===== src/verilog/pvs_pkg.sv =====
// Package for the vendor status register bank: command codes, bit
// positions, reset values and thresholds.
// Assumes the serial management engine decodes frames into commands.
package pvs_pkg;

  // Command codes seen on the decoded command port
  localparam logic [7:0] CMD_CLEAR_FAULTS  = 8'h03;
  localparam logic [7:0] CMD_NVM_CORR      = 8'hB6;
  localparam logic [7:0] CMD_PIN_STATE     = 8'hE5;
  localparam logic [7:0] CMD_SHARED_COND   = 8'hEF;
  localparam logic [7:0] CMD_VENDOR_STATUS = 8'h80;

  // Answer lengths in bytes
  localparam logic [1:0] LEN_NONE = 2'h0;
  localparam logic [1:0] LEN_BYTE = 2'h1;
  localparam logic [1:0] LEN_WORD = 2'h2;

  // Vendor fault status bit positions
  localparam int VS_OT_FAULT   = 7;
  localparam int VS_OT_WARN    = 6;
  localparam int VS_CRC_ERR    = 5;
  localparam int VS_PLL_UNLOCK = 4;
  localparam int VS_FAULT_LOG  = 3;
  localparam int VS_SHORT_CYC  = 1;
  localparam int VS_FPIN_LOW   = 0;
  localparam logic [7:0] VS_SUPPORTED = 8'hFB;  // Bit 2 never set
  localparam logic [7:0] VS_RESET     = 8'h00;

  // Pin-state word field positions
  localparam int PS_SLAVE     = 14;  // Bits 15:14, channel 1 high
  localparam int PS_IOUT_BAD  = 11;
  localparam int PS_SYNC_DIS  = 10;
  localparam int PS_PGOOD     = 8;   // Bits 9:8
  localparam int PS_RUN_PULL  = 6;   // Bits 7:6
  localparam int PS_RUN_LVL   = 4;   // Bits 5:4
  localparam int PS_FPIN_PULL = 2;   // Bits 3:2
  localparam int PS_FPIN_LVL  = 0;   // Bits 1:0

  // Shared condition byte bit positions
  localparam int SC_NO_ALERT   = 7;
  localparam int SC_NOT_BUSY   = 6;
  localparam int SC_NO_CALC    = 5;
  localparam int SC_NO_TRANS   = 4;
  localparam int SC_NVM_INIT   = 3;
  localparam int SC_TB_TIMEOUT = 1;
  localparam int SC_WP_LVL     = 0;

  // Correction word: bit 5 is one when no corrections were made
  localparam int  NC_NO_CORR    = 5;
  localparam logic NC_RESET_BIT = 1'b1;

  // Summary fault word position of the vendor summary flag
  localparam int SUMMARY_VENDOR_BIT = 12;

  // Internal temperature thresholds in degrees C
  localparam logic [9:0] TEMP_FAULT_C = 10'd160;
  localparam logic [9:0] TEMP_WARN_C  = 10'd130;

endpackage


===== src/verilog/pvs_sync.sv =====
// Two flip-flop synchroniser for a bundle of pin levels.
// Assumes the pins are quasi-static with respect to mclk.
`timescale 1ns/10ps
module pvs_sync #(
  parameter int WIDTH = 1
) (
  input  wire logic             mclk,
  input  wire logic             rstn,
  input  wire logic             ce,
  input  wire logic [WIDTH-1:0] async_in,
  output logic      [WIDTH-1:0] sync_out
);

  logic [WIDTH-1:0] meta_r;

  // First stage feeds only the second stage
  always_ff @(posedge mclk or negedge rstn) begin
    if (!rstn) begin
      meta_r   <= '0;
      sync_out <= '0;
    end else if (ce) begin
      meta_r   <= async_in;
      sync_out <= meta_r;
    end
  end

endmodule // pvs_sync


===== src/verilog/pvs_status_bank.sv =====
// Vendor status and pin-state register bank of a dual-channel power
// controller, with the fault-clear command and fault latch-off.
// Assumes a same-clock serial engine hands over decoded commands.
//
// What this block does
// - Bits 7/6 set above 160C / 130C
// - Bits 5,4,3,1,0 report conditions; bit 2 zero
// - Any vendor bit sets summary flag, alert
// - Writing one clears that vendor bit only
// - Pin word: slaves, current suspect, sync off
// - Pin word bits 9:8 report power good, forced high for slaves
// - Pin word bits 7:0 show run/fault pins
// - Pin and correction words read-only, two bytes
// - Shared byte 7:4 alert, busy, calc, transition
// - Shared byte 3,1,0 nvm, timebase, protect pin
// - Correction bit 5 low if corrections made
// - Correction bit updated on reload, reset, bulk
// - Fault-clear clears all bits, releases alert
// - Fault-clear never restarts latched-off channel
// - Latched channel restarts after off then on
// - Persistent fault resets bit, alert again
// - Summary flag sits at summary bit 12
`timescale 1ns/10ps
module pvs_status_bank #(
  parameter int NCH = 2
) (
  input  wire logic           mclk,
  input  wire logic           rstn,
  input  wire logic           ce,
  // Decoded command port from the serial engine
  input  wire logic           cmd_stb,
  input  wire logic [7:0]     cmd_code,
  input  wire logic           cmd_wr,
  input  wire logic [1:0]     cmd_nbytes,
  input  wire logic [7:0]     cmd_wdata,
  output logic                rsp_valid,
  output logic [15:0]         rsp_data,
  output logic [1:0]          rsp_nbytes,
  output logic                rsp_err,
  // Internal conditions, same clock
  input  wire logic [9:0]     temp_c,
  input  wire logic           nvm_crc_err,
  input  wire logic           pll_unlocked,
  input  wire logic           fault_log_present,
  input  wire logic           short_cycled,
  input  wire logic [NCH-1:0] chan_slave,
  input  wire logic           iout_adc_suspect,
  input  wire logic [NCH-1:0] chan_pgood,
  input  wire logic [NCH-1:0] fault_pin_pull,
  input  wire logic           busy,
  input  wire logic           calc_pending,
  input  wire logic           out_in_transition,
  input  wire logic           nvm_initialized,
  input  wire logic           timebase_timeout,
  input  wire logic           nvm_ecc_corrected,
  input  wire logic           nvm_reload_done,
  input  wire logic           reset_cmd_done,
  input  wire logic           nvm_bulk_read_done,
  input  wire logic [NCH-1:0] chan_fault_trip,
  input  wire logic [NCH-1:0] onoff_cmd,
  // Pins, asynchronous to mclk
  input  wire logic [NCH-1:0] run_pin_i,
  output logic      [NCH-1:0] run_pin_o,
  output logic      [NCH-1:0] run_pin_oe,
  input  wire logic [NCH-1:0] fault_pin_i,
  output logic      [NCH-1:0] fault_pin_o,
  output logic      [NCH-1:0] fault_pin_oe,
  input  wire logic           wp_pin_i,
  input  wire logic           sync_dis_pin_i,
  output logic                alert_o,
  output logic                alert_oe,
  // Results
  output logic                vendor_summary_flag,
  output logic [15:0]         summary_vendor_mask,
  output logic [NCH-1:0]      chan_enable,
  output logic [NCH-1:0]      chan_latched_off
);

  // Synchronised pin levels
  logic [NCH-1:0] run_lvl;
  logic [NCH-1:0] fpin_lvl;
  logic           wp_lvl;
  logic           sync_dis_lvl;

  logic [7:0]     vstat_r;
  logic [7:0]     vstat_nxt;
  logic [7:0]     vset;
  logic [7:0]     vclr;
  logic           alert_r;
  logic           alert_nxt;
  logic           no_corr_r;
  logic           por_seen_r;
  logic [NCH-1:0] latch_r;
  logic [NCH-1:0] want_on;
  logic [15:0]    pin_word;
  logic [7:0]     shared_byte;
  logic [15:0]    corr_word;
  logic           clear_cmd;
  logic           vs_write;

  // Responder states
  typedef enum logic [1:0] {
    PVS_IDLE = 2'b01,
    PVS_ANS  = 2'b10
  } pvs_state_t;
  pvs_state_t state_r;
  pvs_state_t state_nxt;

  // A command code the bank can answer on a read
  function automatic logic known_read(input logic [7:0] code);
    known_read = (code == pvs_pkg::CMD_VENDOR_STATUS) ||
                 (code == pvs_pkg::CMD_PIN_STATE) ||
                 (code == pvs_pkg::CMD_SHARED_COND) ||
                 (code == pvs_pkg::CMD_NVM_CORR);
  endfunction

  // Answer length of a readable command
  function automatic logic [1:0] read_len(input logic [7:0] code);
    case (code)
      pvs_pkg::CMD_VENDOR_STATUS: read_len = pvs_pkg::LEN_BYTE;
      pvs_pkg::CMD_SHARED_COND:   read_len = pvs_pkg::LEN_BYTE;
      pvs_pkg::CMD_PIN_STATE:     read_len = pvs_pkg::LEN_WORD;
      pvs_pkg::CMD_NVM_CORR:      read_len = pvs_pkg::LEN_WORD;
      default:                    read_len = pvs_pkg::LEN_NONE;
    endcase
  endfunction

  // Pin synchronisers
  pvs_sync #(.WIDTH(2*NCH+2)) u_sync (
    .mclk     (mclk),
    .rstn     (rstn),
    .ce       (ce),
    .async_in ({run_pin_i, fault_pin_i, wp_pin_i, sync_dis_pin_i}),
    .sync_out ({run_lvl, fpin_lvl, wp_lvl, sync_dis_lvl})
  );

  // Command decode: fault-clear is a write with no data
  assign clear_cmd = cmd_stb && cmd_wr &&
                     (cmd_code == pvs_pkg::CMD_CLEAR_FAULTS) &&
                     (cmd_nbytes == pvs_pkg::LEN_NONE);
  assign vs_write  = cmd_stb && cmd_wr &&
                     (cmd_code == pvs_pkg::CMD_VENDOR_STATUS) &&
                     (cmd_nbytes == pvs_pkg::LEN_BYTE);

  // Conditions that set vendor status bits each cycle they hold
  always_comb begin
    vset = 8'h00;
    vset[pvs_pkg::VS_OT_FAULT]   = temp_c > pvs_pkg::TEMP_FAULT_C;
    vset[pvs_pkg::VS_OT_WARN]    = temp_c > pvs_pkg::TEMP_WARN_C;
    vset[pvs_pkg::VS_CRC_ERR]    = nvm_crc_err;
    vset[pvs_pkg::VS_PLL_UNLOCK] = pll_unlocked;
    vset[pvs_pkg::VS_FAULT_LOG]  = fault_log_present;
    vset[pvs_pkg::VS_SHORT_CYC]  = short_cycled;
    vset[pvs_pkg::VS_FPIN_LOW]   = ~&fpin_lvl;
    vset = vset & pvs_pkg::VS_SUPPORTED;
  end

  // Clear mask: fault-clear wipes all, a write clears its ones
  always_comb begin
    vclr = 8'h00;
    if (clear_cmd) begin
      vclr = 8'hFF;
    end else if (vs_write) begin
      vclr = cmd_wdata & pvs_pkg::VS_SUPPORTED;
    end
  end

  // Set wins over clear, so a lasting condition stays visible
  assign vstat_nxt = (vstat_r & ~vclr) | vset;

  // Vendor fault status register
  always_ff @(posedge mclk or negedge rstn) begin
    if (!rstn) begin
      vstat_r <= pvs_pkg::VS_RESET;
    end else if (ce) begin
      vstat_r <= vstat_nxt;
    end
  end

  // Alert raised on a newly set bit; dropped only by fault-clear
  always_comb begin
    alert_nxt = alert_r | (|(vset & ~vstat_r));
    if (clear_cmd) begin
      alert_nxt = |vset;
    end
  end

  // Alert line drive
  always_ff @(posedge mclk or negedge rstn) begin
    if (!rstn) begin
      alert_r <= 1'b0;
    end else if (ce) begin
      alert_r <= alert_nxt;
    end
  end

  assign alert_o  = 1'b0;
  assign alert_oe = alert_r;

  // Summary flag follows any set vendor bit
  assign vendor_summary_flag = |vstat_r;
  assign summary_vendor_mask =
    16'(vendor_summary_flag) << pvs_pkg::SUMMARY_VENDOR_BIT;

  // Catch the first cycle after power-on reset release
  always_ff @(posedge mclk or negedge rstn) begin
    if (!rstn) begin
      por_seen_r <= 1'b0;
    end else if (ce) begin
      por_seen_r <= 1'b1;
    end
  end

  // Correction status: updated only on its four events
  always_ff @(posedge mclk or negedge rstn) begin
    if (!rstn) begin
      no_corr_r <= pvs_pkg::NC_RESET_BIT;
    end else if (ce) begin
      if (!por_seen_r || nvm_reload_done || reset_cmd_done ||
          nvm_bulk_read_done) begin
        no_corr_r <= ~nvm_ecc_corrected;
      end
    end
  end

  // A channel asks to run when both on-off command and run pin agree
  assign want_on = onoff_cmd & run_lvl;

  // Fault latch-off: only an off request releases it
  always_ff @(posedge mclk or negedge rstn) begin
    if (!rstn) begin
      latch_r <= '0;
    end else if (ce) begin
      for (int i = 0; i < NCH; i++) begin
        if (chan_fault_trip[i]) begin
          latch_r[i] <= 1'b1;
        end else if (!want_on[i]) begin
          latch_r[i] <= 1'b0;
        end
      end
    end
  end

  // Fault-clear has no path into the latch above
  assign chan_latched_off = latch_r;
  assign chan_enable      = want_on & ~latch_r;

  // Latched channels hold their run pin low
  assign run_pin_o    = '0;
  assign run_pin_oe   = latch_r;
  assign fault_pin_o  = '0;
  assign fault_pin_oe = fault_pin_pull;

  // Pin-state word assembly
  always_comb begin
    pin_word = 16'h0000;
    pin_word[pvs_pkg::PS_SLAVE +: NCH]     = chan_slave;
    pin_word[pvs_pkg::PS_IOUT_BAD]         = iout_adc_suspect;
    pin_word[pvs_pkg::PS_SYNC_DIS]         = sync_dis_lvl;
    pin_word[pvs_pkg::PS_PGOOD +: NCH]     = chan_pgood | chan_slave;
    pin_word[pvs_pkg::PS_RUN_PULL +: NCH]  = run_pin_oe;
    pin_word[pvs_pkg::PS_RUN_LVL +: NCH]   = run_lvl;
    pin_word[pvs_pkg::PS_FPIN_PULL +: NCH] = fault_pin_oe;
    pin_word[pvs_pkg::PS_FPIN_LVL +: NCH]  = fpin_lvl;
  end

  // Shared condition byte assembly
  always_comb begin
    shared_byte = 8'h00;
    shared_byte[pvs_pkg::SC_NO_ALERT]   = ~alert_r;
    shared_byte[pvs_pkg::SC_NOT_BUSY]   = ~busy;
    shared_byte[pvs_pkg::SC_NO_CALC]    = ~calc_pending;
    shared_byte[pvs_pkg::SC_NO_TRANS]   = ~out_in_transition;
    shared_byte[pvs_pkg::SC_NVM_INIT]   = nvm_initialized;
    shared_byte[pvs_pkg::SC_TB_TIMEOUT] = timebase_timeout;
    shared_byte[pvs_pkg::SC_WP_LVL]     = wp_lvl;
  end

  // Correction word: reserved bits read zero
  always_comb begin
    corr_word = 16'h0000;
    corr_word[pvs_pkg::NC_NO_CORR] = no_corr_r;
  end

  // Responder: answer one cycle after a read strobe
  always_comb begin
    case (state_r)
      PVS_IDLE: state_nxt = (cmd_stb && !cmd_wr) ? PVS_ANS : PVS_IDLE;
      PVS_ANS:  state_nxt = (cmd_stb && !cmd_wr) ? PVS_ANS : PVS_IDLE;
      default:  state_nxt = PVS_IDLE;
    endcase
  end

  always_ff @(posedge mclk or negedge rstn) begin
    if (!rstn) begin
      state_r <= PVS_IDLE;
    end else if (ce) begin
      state_r <= state_nxt;
    end
  end

  // Read data and answer flags from flip-flops
  always_ff @(posedge mclk or negedge rstn) begin
    if (!rstn) begin
      rsp_valid  <= 1'b0;
      rsp_data   <= 16'h0000;
      rsp_nbytes <= pvs_pkg::LEN_NONE;
      rsp_err    <= 1'b0;
    end else if (ce) begin
      rsp_valid  <= 1'b0;
      rsp_err    <= 1'b0;
      if (cmd_stb && !cmd_wr) begin
        rsp_valid  <= 1'b1;
        rsp_nbytes <= read_len(cmd_code);
        rsp_err    <= !known_read(cmd_code);
        case (cmd_code)
          pvs_pkg::CMD_VENDOR_STATUS: rsp_data <= {8'h00, vstat_r};
          pvs_pkg::CMD_PIN_STATE:     rsp_data <= pin_word;
          pvs_pkg::CMD_SHARED_COND:   rsp_data <= {8'h00, shared_byte};
          pvs_pkg::CMD_NVM_CORR:      rsp_data <= corr_word;
          default:                    rsp_data <= 16'h0000;
        endcase
      end else if (cmd_stb && cmd_wr) begin
        // Writes to read-only or unknown codes store nothing
        rsp_err <= !(clear_cmd || vs_write);
      end
    end
  end

endmodule // pvs_status_bank


===== config.mk =====
export PLATFORM = sky130hd
export DESIGN_NAME = pvs_status_bank
export DESIGN_NICKNAME = d
export VERILOG_FILES = /design/src/verilog/pvs_pkg.sv /design/src/verilog/pvs_sync.sv /design/src/verilog/pvs_status_bank.sv
export SDC_FILE = /design/constraint.sdc
export NUM_CORES = 1
export LEC_CHECK = 0
export ABC_AREA = 1
export BUFFER_PORTS_ARGS = -buffer_cell sky130_fd_sc_hd__buf_4
export CORE_ASPECT_RATIO = 0.9
export CORE_MARGIN = 2
export CORE_UTILIZATION = 47
export CTS_CLUSTER_DIAMETER = 100
export CTS_CLUSTER_SIZE = 25
export DETAILED_ROUTE_END_ITERATION = 16
export HOLD_SLACK_MARGIN = 0.06
export PLACE_DENSITY_LB_ADDON = 0.1
export SLEW_MARGIN = 40
export SYNTH_ARGS = -nofsm -noshare
export SYNTH_HDL_FRONTEND = slang
export SYNTH_SLANG_ARGS = --single-unit

===== constraint.sdc =====
create_clock -name mclk -period 1.31 [get_ports mclk]
set_input_delay 0.0655 -clock mclk [delete_from_list [all_inputs] [get_ports mclk]]
set_output_delay 0.0655 -clock mclk [all_outputs]
set_load 0.005 [all_outputs]

==> metrics list <==
- CTS root buffer: clkbuf_8
- Category of the worst setup path capture point: output pin
* Sequential cell area fraction in the yosys report: 42.1%
- After detailed routing, the number of remaining DRC violations is 0.
- Cells fill 67.2% of the core in the end.
- For this configuration, the core starts out at a cell density of 48.6%.
* Worst slack at placement: 130 ps
- Tightest Pin Transition: 564 ps
* Largest fanout of any net on the critical path: 2
- The clock reaches the later pin of the worst-skew pair after 290 ps.
* Synthesis warning total: 0
- Post-layout worst setup margin: -18.5 ps
- Before antenna repair, the detailed router went through 4 iterations.
- Worst hold path type: input pin to flop
- Cell count after synthesis: 358
- Core footprint: 0.00526 mm^2
* Final Net Count: 532
- Average cell area after synthesis: 7.14 um^2
- Clock-pin slew was measured on the worst setup and hold paths at 80 ps.
- Adder-cell share of the synthesized area: 0%
- Cell-internal power: 2140 uW
- In this run the critical register-to-register path is launched from vstat_r[3].
- For the worst setup path, the data required time is 1240 ps.
- For this block, the routed nets add up to 6.37 mm of wire.
* Leftover overflow at the end of global routing: 0
- Detailed-placement wirelength estimate: 4.69 mm
- Floorplan die width: 81.7 um
* Most common cell after layout, fill and taps aside: nand2_1
- Worst max-slew margin expressed relative to the limit: 62.4%
* Endpoints failing hold: 0
* Post-Route Skew: 6.19 ps
- The number of antenna diodes in the final layout is 0.
* Combinational share of power: 18.1%
* Buffer depth of the longest clock path: 2
- Routability-driven placement congestion ratio: 0.870
- Deepest level of the CTS H-tree: 2
- Net switching is 25.8% of the power.
* WP data arrival: 1260 ps
- Power density of the placed cells: 818 mW/mm^2
- Max-cap violations in this run came to 0.
* Via/cell ratio: 4.66
- Netlist Area Pre-Place: 0.00256 mm^2
* Hold Path Origin: out_in_transition
- The area growth from synthesis to layout is 38.1%.
* Static Leak: 0.00199 uW
- The checks that failed: negative setup slack.
- Setup violations remaining at the end of the flow were counted as 2.
- STA classifies the critical path startpoint as a flop.
* Clock sink count: 43
- On the critical path, the stage with the largest delay is an instance of dfrtp_1.
- Xor-xnor portion of the synthesized cell area: 0%
* Power dissipated by switching net loads: 745 uW
- IR analysis of the VDD net gives a maximum drop of 0.704 mV.
* Series of cell instances along the critical path: nor4_2, nand2_1, buf_4
- Seq pwr share: 49.7%
- By area, the combinational part of the netlist is dominated by simple AND/OR/NAND/NOR gates.
- Critical register-to-register path endpoint: alert_oe
- In this run, the clock network consumes 32.2% of the power.
- The top cell types in the final layout, fill and taps aside, are nand2_1, buf_4, dfrtp_1.
- The die covers 0.00605 mm^2.
- Depth of the most critical reg-to-reg path: 10
- Total global-route track usage: 22.2%
* Min Clock Period, post-route: 1330 ps
- Number of ports placed on the die boundary: 114
- The number of antenna violations at the first check in global routing was 0.
- Flip-flop and latch count after synthesis: 43
- The number of different library cells used by synthesis comes to 27.
- Worst-case register-to-register setup slack: 110 ps
* Worst hold path stage count: 4
- 1st-iter DRT viols: 121
* Crit share post-route: 101%
* Clock tree from TritonCTS: yes
* Height of the chip: 74.0 um
- Max frequency: 753 MHz
- Kind of critical path: flop to output pin
- Buffers placed on the I/O ports in this run total 90.
* Post-route antenna net violation count: 0
- Total count of max-transition violations in the final report: 0
* Destination of the worst hold path: rsp_data[4]
* Maximum number of pins on one net before global-route repair: 44
- Outcome: complete, but fails checks
- Compound-cell area share of the yosys netlist: 7.78%
* Share of cell area taken by muxes after synthesis: 0%
- Dividing the detail-routed wire length by the instance count gives 11.9 um.
- Cells with a size suffix above 1 make up 27.4% of the layout.
- The number of global-route vias before repair is 2,327.
- Number of vias after detailed routing: 2,500
- Setup repair after global routing could not meet its margin everywhere.
- Delay of the slowest critical-path stage: 400 ps
* Simple-Gate Fraction of Synth Area: 33.2%
* Number of buffers created by CTS: 5
* Number of cell rows: 25
* Wire length of the first global-routing pass: 10.3 mm
[worst max-delay path, delay by kind of cell, from the launching register on]
family        cells  cell delay (ps)
buf+inv           1              160
simple gates      2              420
flops             1              400
[metal layers]
layer / track usage [%] / wire length [um] / part of all wire (%)
met4: 3.89 / 44 / 0.69
met3: 4.25 / 389 / 6.1
met5: 0 / 0 / 0
met2: 38.0 / 3080 / 48
met1: 29.8 / 2860 / 45
[how the worst max path moves through the flow]
stage	endpoint	startpoint	depth (start not counted)
floorplan	alert_oe	alert_oe	8
global placement	vstat_r[0]	cmd_code[3]	11
detailed placement	vstat_r[0]	cmd_code[3]	11
CTS	vendor_summary_flag	vstat_r[5]	3
global route	vendor_summary_flag	vstat_r[3]	3
finish	vendor_summary_flag	vstat_r[5]	3
[stage by stage]
stage	hold WS, ps	cell area, um^2	total power, uW	TNS, ps	std cells
6_report	66.9	3530	2890	-32.6	537
5_1_grt	75.1	3530	3060	-241	537
4_1_cts	63.7	3510	2910	-27.5	536
3_5_place_dp	90.0	3170	1940	0	504
3_3_place_gp	92.2	3170	1930	0	504
2_1_floorplan	-230	2640	1720	0	379
[power groups by stage]
stage / sequential, uW / combinational, uW / clock [uW]
final: 1440 / 523 / 929
after global routing: 1450 / 592 / 1020
after CTS: 1440 / 526 / 947
after detailed placement: 1460 / 474 / 0
after global placement: 1460 / 470 / 0
after floorplan: 1450 / 266 / 0
[final cells by class]
class / instances / area [um^2]
Clock buffer: 7 / 96.3
Clock inverter: 1 / 7.51
Fill cell: 486 / 1730
Inverter: 45 / 175
Multi-Input combinational cell: 255 / 1140
Sequential cell: 43 / 1080
Tap cell: 67 / 83.8
Timing Repair Buffer: 119 / 946
[sequential cells by signal, summed over array words and instances, names as in the netlist]
register	flops
rsp_data	14
vstat_r	8
u_sync.meta_r	6
u_sync.sync_out	6
chan_latched_off	2
rsp_nbytes	2
alert_oe	1
no_corr_r	1
por_seen_r	1
rsp_err	1
rsp_valid	1
[cell usage after synthesis, drive strengths merged]
cell type  count  area (um^2)
clkinv         1         5.00
conb           1         3.75
nand3         16         80.1
nand4          2         12.5
o21ai         22          110
nor4           2         12.5
or2            1         6.26
o211ai         5         37.5
o22ai          4         25.0
dfrtp         42         1050
buf           36          253
nor3           5         35.0
inv           44          170
nand2        142          558
dfstp          1         26.3
nor2          31          144
a22o           2         17.5
o41ai          1         8.76
[cells by family (layout without fill, tap and decap cells)]
group,after synthesis,after routing
AO/OA/AOI/OAI,34,34
flip-flops,43,43
buffers and inverters,81,172
AND/OR/NAND/NOR,199,199
other,1,22
[what timing repair did]
| action | 4_1_cts | 5_1_grt |
|---|---|---|
| pin swaps | 0 | 2 |
| hold endpoints to repair | 59 | 0 |
| hold buffers | 21 | 0 |
| setup endpoints to repair | 2 | 3 |
| setup buffers | 3 | 1 |
| gates resized for setup | 1 | 2 |
| cloned | 0 | 0 |
Power figures use the tool's default switching activity.
